## config.mk

```make
export PLATFORM = sky130hd
export DESIGN_NAME = mis_status
export DESIGN_NICKNAME = d
export VERILOG_FILES = /design/src/rtl/mis_pkg.sv /design/src/rtl/mis_status.sv
export SDC_FILE = /design/constraint.sdc
export NUM_CORES = 1
export LEC_CHECK = 0
export BUFFER_PORTS_ARGS = -buffer_cell sky130_fd_sc_hd__clkbuf_2
export CORE_AREA = 2 2 166 168
export CTS_CLUSTER_SIZE = 28
export DETAILED_ROUTE_END_ITERATION = 16
export DIE_AREA = 0 0 168 170
export PLACE_DENSITY_LB_ADDON = 0.08
export SLEW_MARGIN = 10
export SYNTH_ARGS = -nofsm -noshare
export SYNTH_HDL_FRONTEND = slang
export SYNTH_SLANG_ARGS = --single-unit
```

## constraint.sdc

```tcl
create_clock -name clk_i -period 8.7 [get_ports clk_i]
set_input_delay 1.74 -clock clk_i [delete_from_list [all_inputs] [get_ports clk_i]]
set_output_delay 1.74 -clock clk_i [all_outputs]
set_load 0.02 [all_outputs]
```

## src/rtl/mis_pkg.sv

```systemverilog
// Package: register map, field positions, carriers for the monitor status block
package mis_pkg;
	localparam int ADDR_W = 8;
	// Register indices; the bus byte address is the index times four
	localparam logic [7:0] PRI_IDX = 8'h41;
	localparam logic [7:0] SEC_IDX = 8'h42;
	localparam logic [7:0] STS3_IDX = 8'h7D;
	localparam logic [7:0] CTRL_IDX = 8'h40;
	localparam logic [7:0] IRQ_STAT_IDX = 8'h50;
	localparam logic [7:0] IRQ_MASK_IDX = 8'h51;
	localparam logic [7:0] RST_STATUS = 8'h00;
	localparam logic [7:0] RST_CTRL = 8'h00;
	localparam logic [7:0] RST_MASK = 8'h00;
	localparam logic [7:0] RST_IRQ = 8'h00;
	localparam logic [7:0] DIODE_FAULT_READING = 8'h80;
	localparam int PRI_SUMMARY_BIT = 7;
	localparam int SEC_RES_BIT = 1;
	localparam int PRI_ZONE1_BIT = 4;
	localparam int PRI_ZONE3_BIT = 6;
	localparam int SEC_D1_FAULT_BIT = 6;
	localparam int SEC_D2_FAULT_BIT = 7;
	localparam int CTRL_START_BIT = 0;
	localparam int CTRL_D1_EN_BIT = 1;
	localparam int CTRL_D2_EN_BIT = 2;
	localparam int IRQ_PRI_BIT = 0;
	localparam int IRQ_SEC_BIT = 1;
	localparam int N_VOLT = 5;
	localparam int N_ZONE = 3;
	localparam int N_FAN = 4;

	// One 8-bit reading with its low and high limits
	typedef struct packed {
		logic [7:0] reading;
		logic [7:0] low;
		logic [7:0] high;
	} mis_limit_t;

	// One 16-bit tachometer count with its minimum
	typedef struct packed {
		logic [15:0] reading;
		logic [15:0] minimum;
	} mis_tach_t;

	typedef struct packed {
		logic cyc;
		logic stb;
		logic we;
		logic [31:0] adr;
		logic [3:0] sel;
		logic [31:0] dat;
	} mis_wb_req_t;
endpackage : mis_pkg

```

## src/rtl/mis_status.sv

```systemverilog
// Latching event status registers of a hardware monitor behind a classic Wishbone slave
//
// Function
// Supply bits 0..3 latch when reading is at/below low or above high limit.
// Zone bits 4..6 latch when temperature is at/below low or above high limit.
// Set bits hold until read; read clears them only if condition has gone.
// A bit never clears merely because its condition returned within limits.
// Primary bit 7 is high whenever any secondary or third status bit is set.
// Primary bit 7 clears automatically once secondary and third are all clear.
// Both status registers are read only; writes leave them unchanged.
// Secondary bit 0 latches 12V limit violation; bit 1 is reserved.
// Secondary bits 2..5 latch a stall when tach reading exceeds its minimum.
// A read clears a stall bit only if the fan reading is back within minimum.
// Secondary bits 6 and 7 latch short/open faults on diode 1 and 2.
// A read never clears a diode fault bit while the fault persists.
// When started, a diode fault forces reading 80h, setting its zone bit where 80h is outside the zone limits.
// Disabling a diode channel clears its fault bit and its zone bit.
// With monitoring stopped, no status bit is set except the summary bit 7.
// Active conditions survive a read; the reserved bit always reads zero.
module mis_status
(
	input wire logic clk_i, // System clock, 200 MHz
	input wire logic rst_i, // Synchronous reset, active high
	input wire mis_pkg::mis_wb_req_t wb_req_i, // Wishbone request group
	output logic [31:0] wb_dat_o, // Wishbone read data
	output logic wb_ack_o, // Wishbone acknowledge
	input wire mis_pkg::mis_limit_t [mis_pkg::N_VOLT-1:0] volt_i, // 2.5V,core,3.3V,5V,12V
	input wire mis_pkg::mis_limit_t [mis_pkg::N_ZONE-1:0] zone_i, // Zones 1..3
	input wire mis_pkg::mis_tach_t [mis_pkg::N_FAN-1:0] tach_i, // Fans 1..4
	input wire logic [1:0] diode_fault_i, // Short/open on diode 1,2
	input wire logic [2:0] sts3_i, // Any-bit-set levels of the third register
	output logic irq_o // Level interrupt, unmasked event pending
);
	import mis_pkg::*;

	////////////////////////////////////////////////////////////////////////////////
	// Limit comparison, shared by supplies and zones
	function automatic logic out_of_limit(input mis_limit_t v);
		out_of_limit = (v.reading <= v.low) || (v.reading > v.high);
	endfunction : out_of_limit

	function automatic logic [7:0] word_index(input logic [31:0] adr);
		word_index = adr[9:2];
	endfunction : word_index

	////////////////////////////////////////////////////////////////////////////////
	// Bus decode
	logic [7:0] ctrl_reg, ctrl_next;
	logic [7:0] pri_reg, pri_next;
	logic [7:0] sec_reg, sec_next;
	logic [7:0] istat_reg, istat_next;
	logic [7:0] imask_reg, imask_next;
	logic [31:0] dat_reg, dat_next;
	logic ack_reg, ack_next;
	logic irq_reg, irq_next;

	logic access;
	logic rd_pri, rd_sec, rd_istat;
	logic [7:0] idx;
	logic start, d1_en, d2_en;

	// Single-cycle answer: ack follows one edge after stb, then drops for the release cycle
	assign access = wb_req_i.cyc && wb_req_i.stb && !ack_reg;
	assign idx = word_index(wb_req_i.adr);
	assign rd_pri = access && !wb_req_i.we && (idx == PRI_IDX);
	assign rd_sec = access && !wb_req_i.we && (idx == SEC_IDX);
	assign rd_istat = access && !wb_req_i.we && (idx == IRQ_STAT_IDX);
	assign start = ctrl_reg[CTRL_START_BIT];
	assign d1_en = ctrl_reg[CTRL_D1_EN_BIT];
	assign d2_en = ctrl_reg[CTRL_D2_EN_BIT];

	////////////////////////////////////////////////////////////////////////////////
	// Condition evaluation
	logic [N_VOLT-1:0] volt_bad;
	logic [N_ZONE-1:0] zone_bad;
	logic [N_FAN-1:0] fan_stall;
	logic [1:0] diode_bad;
	logic [7:0] pri_cond, sec_cond;

	genvar g;
	generate
		for (g = 0; g < N_VOLT; g++) begin : g_volt
			assign volt_bad[g] = out_of_limit(volt_i[g]);
		end
		for (g = 0; g < N_FAN; g++) begin : g_fan
			assign fan_stall[g] = tach_i[g].reading > tach_i[g].minimum;
		end
	endgenerate

	// A faulted diode reads as 80h, so its zone is judged on that value
	always_comb begin
		mis_limit_t z;
		z = '0;
		diode_bad[0] = diode_fault_i[0] && d1_en;
		diode_bad[1] = diode_fault_i[1] && d2_en;
		for (int i = 0; i < N_ZONE; i++) begin
			z = zone_i[i];
			if ((i == 0 && diode_bad[0]) || (i == 2 && diode_bad[1])) begin
				z.reading = DIODE_FAULT_READING;
			end
			zone_bad[i] = out_of_limit(z);
		end
		// Disabled remote channels raise no zone event
		if (!d1_en) begin
			zone_bad[0] = 1'b0;
		end
		if (!d2_en) begin
			zone_bad[2] = 1'b0;
		end
	end

	assign pri_cond = {1'b0, zone_bad, volt_bad[3:0]};
	assign sec_cond = {diode_bad[1], diode_bad[0], fan_stall, 1'b0, volt_bad[4]};

	////////////////////////////////////////////////////////////////////////////////
	// Status latching
	always_comb begin
		logic [7:0] pset, sset;
		pset = start ? pri_cond : 8'h00;
		sset = start ? sec_cond : 8'h00;
		pri_next = pri_reg;
		sec_next = sec_reg;
		// Read clears only what is no longer active; set wins in the same cycle
		if (rd_pri) begin
			pri_next = pri_reg & pri_cond;
		end
		if (rd_sec) begin
			sec_next = sec_reg & sec_cond;
		end
		// Otherwise the bits hold; nothing here follows the condition falling
		pri_next = pri_next | pset;
		sec_next = sec_next | sset;
		if (!d1_en) begin
			pri_next[PRI_ZONE1_BIT] = 1'b0;
			sec_next[SEC_D1_FAULT_BIT] = 1'b0;
		end
		if (!d2_en) begin
			pri_next[PRI_ZONE3_BIT] = 1'b0;
			sec_next[SEC_D2_FAULT_BIT] = 1'b0;
		end
		sec_next[SEC_RES_BIT] = 1'b0;
		// Summary is live, never latched
		pri_next[PRI_SUMMARY_BIT] = (|sec_next) || (|sts3_i);
	end

	////////////////////////////////////////////////////////////////////////////////
	// Control, interrupt, bus answer
	always_comb begin
		logic [7:0] ev;
		ev = 8'h00;
		ctrl_next = ctrl_reg;
		imask_next = imask_reg;
		ev[IRQ_PRI_BIT] = |(pri_next & ~pri_reg);
		ev[IRQ_SEC_BIT] = |(sec_next & ~sec_reg);
		istat_next = (rd_istat ? 8'h00 : istat_reg) | ev;
		if (access && wb_req_i.we && wb_req_i.sel[0]) begin
			// Status registers take no write
			unique case (idx)
				CTRL_IDX: ctrl_next = wb_req_i.dat[7:0];
				IRQ_MASK_IDX: imask_next = wb_req_i.dat[7:0];
				default: ;
			endcase
		end
		dat_next = 32'h0000_0000;
		if (access && !wb_req_i.we) begin
			unique case (idx)
				CTRL_IDX: dat_next[7:0] = ctrl_reg;
				PRI_IDX: dat_next[7:0] = pri_reg;
				SEC_IDX: dat_next[7:0] = sec_reg;
				IRQ_STAT_IDX: dat_next[7:0] = istat_reg;
				IRQ_MASK_IDX: dat_next[7:0] = imask_reg;
				default: dat_next = 32'h0000_0000;
			endcase
		end
		ack_next = access;
		irq_next = |(istat_next & imask_next);
	end

	always_ff @(posedge clk_i) begin
		if (rst_i) begin
			ctrl_reg <= RST_CTRL;
			pri_reg <= RST_STATUS;
			sec_reg <= RST_STATUS;
			istat_reg <= RST_IRQ;
			imask_reg <= RST_MASK;
			dat_reg <= 32'h0000_0000;
			ack_reg <= 1'b0;
			irq_reg <= 1'b0;
		end else begin
			ctrl_reg <= ctrl_next;
			pri_reg <= pri_next;
			sec_reg <= sec_next;
			istat_reg <= istat_next;
			imask_reg <= imask_next;
			dat_reg <= dat_next;
			ack_reg <= ack_next;
			irq_reg <= irq_next;
		end
	end

	assign wb_dat_o = dat_reg;
	assign wb_ack_o = ack_reg;
	assign irq_o = irq_reg;

	////////////////////////////////////////////////////////////////////////////////
	// Checks
	logic wr_sts;
	assign wr_sts = access && wb_req_i.we && (idx == PRI_IDX || idx == SEC_IDX);

	////////////////////////////////////////////////////////////////////////////////
	// Bus answer, interrupt path and further rule checks
	logic wr_ctrl;
	logic pri_moves, sec_moves;
	assign wr_ctrl = access && wb_req_i.we && wb_req_i.sel[0] && (idx == CTRL_IDX);
	assign pri_moves = |(pri_next & ~pri_reg);
	assign sec_moves = |(sec_next & ~sec_reg);
endmodule : mis_status

```

; ---- Word level (Yosys, flattened, before mapping)
; Cells that the tools add are included.
[word_totals]
regBits = 74
output_inout_bits = 34
wordCells = 90
inputBits = 398
[op_classes]
n_mux = 16
n_lt_le_gt_ge = 20
bitwise_logic = 11
eq_ne = 5
reduce_logical = 28
[ops]
columns = cell, n
row1 = 16-bit > comparator, 4
row2 = 8-bit > comparator, 8
row3 = 8-bit less-or-equal comparator, 8
row4 = 8-bit 2-to-1 mux, 7
row5 = 8-bit by 7-bit == test with 1-bit output (second input constant), 5
row6 = 8-bit one-hot mux with 5 select lines, 1
row7 = 8-bit bitwise AND, 4
row8 = 8-bit OR reduction, 3
row9 = 8-bit inverter, 2
row10 = 7-bit 2-to-1 mux, 2
row11 = 1-bit logical AND, 10
row12 = 1-bit logical OR, 9
row13 = 8-bit by 2-bit bitwise OR with 8-bit output, 1
row14 = 8-bit bitwise OR, 1
row15 = 7-bit bitwise AND, 1
row16 = 7-bit bitwise OR, 1
row17 = 7-bit OR reduction, 1
row18 = 1-bit 2-to-1 mux, 6
row19 = 3-bit OR reduction, 1
row20 = 1-bit zero test, 2
row21 = 2-bit AND reduction, 1
row22 = 2-bit OR reduction, 1
row23 = 1-bit inverter, 1

; ---- Depth between registers and ports, before layout
[logic_depth]
word_depth = 14
ltp_mapped = 12
ltp_nobuf = 12

; ---- Least setup slack after synthesis
; OpenSTA, ideal clock, no wires.
[synth_timing]
kind = input to register
startpoint = in tach_i[79] in the netlist's numbering
endpoint = reg irq_reg, in the netlist irq_o
required_time_ps = 8566
path_buffers = 0
path_slack_ps = 4702
setup_time_ps = 134
cell_stages = 10
arrival_ps = 3864
cell_sequence = inv_1 ha_1 nand4_1 or4_1 o21ai_1 a21oi_1 or3b_1 a211o_1 a211oi_2 o221ai_2
[synth_via]
elab_chain_cells = 11
elab_cells_between_ends = 14
[synth_lines]
columns = item, line_no
row1 = from (decl), mis_status.sv:29  ; input wire mis_pkg::mis_tach_t [mis_pkg::N_FAN-1:0] tach_i,
row2 = 16-bit > comparator *, mis_status.sv:86  ; assign fan_stall[g] = tach_i[g].reading > tach_i[g].minimum;
row3 = 8-bit bitwise AND, mis_status.sv:128  ; sec_next = sec_reg & sec_cond;
row4 = 8-bit 2-to-1 mux, mis_status.sv:127  ; if (rd_sec) begin
row5 = 8-bit bitwise OR *, mis_status.sv:132  ; sec_next = sec_next | sset;
row6 = 7-bit OR reduction, mis_status.sv:143  ; pri_next[PRI_SUMMARY_BIT] = (|sec_next) || (|sts3_i);
row7 = 1-bit logical OR, mis_status.sv:143
row8 = 8-bit bitwise AND, -
row9 = 8-bit OR reduction, -
row10 = 8-bit by 2-bit bitwise OR with 8-bit output *, mis_status.sv:155  ; istat_next = (rd_istat ? 8'h00 : istat_reg) | ev;
row11 = 8-bit bitwise AND *, mis_status.sv:176  ; irq_next = |(istat_next & imask_next);
row12 = 8-bit OR reduction *, mis_status.sv:176
row13 = to (signal assigned), mis_status.sv:197  ; irq_reg <= irq_next;
row14 = to (decl), mis_status.sv:55  ; logic irq_reg, irq_next;
; Mark *: on every way between the ends. The rest lies on a longest branch, timed or not.
; A chain may end at the register's enable or synchronous reset.

; ---- Worst setup path in the final report
[layout_timing]
startpoint = in wb_req_i[45] in the netlist's numbering
endpoint = reg irq_reg, in the netlist irq_o
[layout_via]
elab_chain_cells = 12
elab_cells_between_ends = 27
[layout_lines]
columns = item, line_no
row1 = from (decl), mis_status.sv:24  ; input wire mis_pkg::mis_wb_req_t wb_req_i,
row2 = 8-bit by 7-bit == test with 1-bit output, mis_status.sv:66  ; assign rd_sec = access && !wb_req_i.we && (idx == SEC_IDX);
row3 = 1-bit logical AND, mis_status.sv:66
row4 = 8-bit 2-to-1 mux, mis_status.sv:127
row5 = 8-bit bitwise OR, mis_status.sv:132
row6 = "1-bit 2-to-1 mux, on equally long branches", "mis_status.sv:133, mis_status.sv:137"
row7 = 7-bit OR reduction, mis_status.sv:143
row8 = 1-bit logical OR, mis_status.sv:143
row9 = 8-bit bitwise AND, -
row10 = 8-bit OR reduction, -
row11 = 8-bit by 2-bit bitwise OR with 8-bit output, mis_status.sv:155
row12 = 8-bit bitwise AND *, mis_status.sv:176
row13 = 8-bit OR reduction *, mis_status.sv:176
; Marks and branches as above.

==> results.cfg <==
[status]
status = finished, final reports clean

[sta]
fmax_ghz = 0.239
skew_ns = 0.00486
rsz0062_at_grt = no
slew_viol_final = 0
fin_hold_ws_ns = 0.460
tns_ns = 0
tightest_slew_ns = 1.06
finalCriticalPeriod_ns = 4.19
setup_viol = 0
fin_crit_sh = 0.482
slew_headroom = 0.292
hold_viol = 0

[drt]
route.vias.total = 7507
drt-total-wl_mm = 22.6
drc = 0
ant_nets = 0
first_iter_violations = 302
dr.pass1.iters = 6
via_per_inst = 4.54
drt-wirelength-per-cell_um = 13.7

[floorplan]
die_area_sq_um = 28600
fp-row-count = 60
pin_count = 432
die_h_um = 170
core_area_sq_um = 26700
die_w_um = 168
initial_core_util = 0.270

[grt]
grt_use_total = 0.154
grt_pass1_vias = 7348
grt.overflow.total = 0
grt_pass1_wl_mm = 35.8
antenna_found_initial = 2
grt_max_degree = 35

[clocking]
clockBufferDepth = 2
cts-root-buf = clkbuf_16
cts_sinks = 49
cts_tree = done
path_clk_slew_ns = 0.06
numCtsBuffers = 5
clk_latency_ns = 0.29
hold_buffers = 0
htreeDepth = 2
post_cts_buffers = 0
cts_resized = 0

[place]
numPortBuffers = 356
dp.cells = 1646
place.gp.congestion = 0.800
place_hpwl_mm = 20.5

[synth]
synth_area_sq_um = 7190
synth_area_leaders = ha_1 (33%), dfxtp_1 (14%), inv_1 (11%)
ys_async_sr_fraction = 0
yosysTopAreaCellShare = 0.334
synth_top_flop_cell = dfxtp_1
synth_most_common_cell = inv_1
ys_ff_latch = 49
syn_area_per_cell_sq_um = 7.50
ys_top_cells_by_count = inv_1 (202), ha_1 (192), a21oi_1 (107)
synth_cell_types = 64
synth_edf_count = 0
ys_warn_count = 0
synthCells = 958
synth_sequential_area_ratio = 0.136
synth_top_area_cell = ha_1

[layout]
final_cells = 1654
final_util = 0.353
finalNetCount = 1902
syn2layout_area_growth_pct = 31.0
drive_above_1_share = 0.291
fillers = 2946

[setup_path]
worst_ep_arrival_time_ns = 4.34
crit_fanout = 8
cp.required_ns = 8.85
rrSetupSlack_ns = 5.72
cp-end-kind = flip-flop
cp-start-kind = input port
path_class = input port to flip-flop

[job]
maxCapViolations = 0

[pwr]
powerDensity_nw_per_um2 = 77.2
max-vdd-ir-drop_v = 0.0000691
leakage_nw = 5.35

[hold_path]
min_path_type = flip-flop to flip-flop
-- report_power, final --
part	switching, mW	internal [mW]	total [mW]
Combinational	0.157	0.150	0.307
Clock	0.0813	0.113	0.194
Sequential	0.000489	0.225	0.226
Total	0.239	0.488	0.727
-- worst paths after layout --
check | startpoint | endpoint | cells past startpoint
setup / recovery | wb_req_i[45] | irq_o | 9
hold / removal | ctrl_reg[5] | ctrl_reg[5] | 2
setup reg to reg | ctrl_reg[1] | irq_o | 12
hold reg to reg | ctrl_reg[5] | ctrl_reg[5] | 2
-- layout make-up --
type / count / area (sq um) / area share
Antenna cell: 1 / 2.50 / 0.000266
Clock buffer: 7 / 143 / 0.0151
Inverter: 202 / 758 / 0.0805
Multi-Input combinational cell: 696 / 5310 / 0.564
Sequential cell: 49 / 981 / 0.104
Tap cell: 341 / 427 / 0.0453
Timing Repair Buffer: 358 / 1800 / 0.191
-- through the flow --
step / power [mW] / setup slack, ns / cell area (sq um)
floorplan: 0.416 / 4.70 / 7280
global placement: 0.540 / 4.19 / 9270
detailed placement: 0.541 / 4.19 / 9270
CTS: 0.741 / 4.47 / 9420
global route: 0.795 / 4.32 / 9420
finish: 0.727 / 4.51 / 9420
-- logic make-up (layout without fill, tap and decap cells) --
| group | Yosys count | after routing | share of synthesized area |
|---|---|---|---|
| buf+inv | 236 | 567 | 0.137 |
| mux | 10 | 10 | 0.0144 |
| other cells | 1 | 25 | 0.000522 |
| fa+ha+maj | 192 | 192 | 0.334 |
| compound gates | 228 | 228 | 0.196 |
| flops | 49 | 49 | 0.136 |
| simple gates | 242 | 242 | 0.181 |
-- layout by cell type (no fill, tap or decap), drive strengths merged, types with 6 or more instances in the layout --
| cell | n |
|---|---|
| o211ai | 16 |
| inv | 202 |
| nand4 | 43 |
| a21oi | 108 |
| mux2i | 7 |
| and2 | 20 |
| a22oi | 8 |
| conb | 24 |
| ha | 192 |
| nor2 | 41 |
| nand2b | 6 |
| clkbuf | 363 |
| o22ai | 7 |
| o21ai | 38 |
| dfxtp | 49 |
| nand3 | 17 |
| a211oi | 6 |
| a222oi | 8 |
| a2111oi | 7 |
| nand2 | 62 |
| nor2b | 23 |
-- worst max-delay path: stages --
cell,delay [ns]
clkbuf_2,0.10
nand2b_1,0.14
nor4_1,0.33
and4b_1,0.56
nand2_2,0.29
mux2_1,0.41
a22o_1,0.24
o31ai_1,0.36
o221ai_2,0.16
-- routing by layer --
| metal | part of all wire | track usage |
|---|---|---|
| met4 | 0.0059 | 0.0163 |
| met2 | 0.49 | 0.278 |
| met3 | 0.056 | 0.0267 |
| met1 | 0.45 | 0.198 |
| met5 | 0 | 0 |
Note: power is estimated with default switching activity, not from simulation.
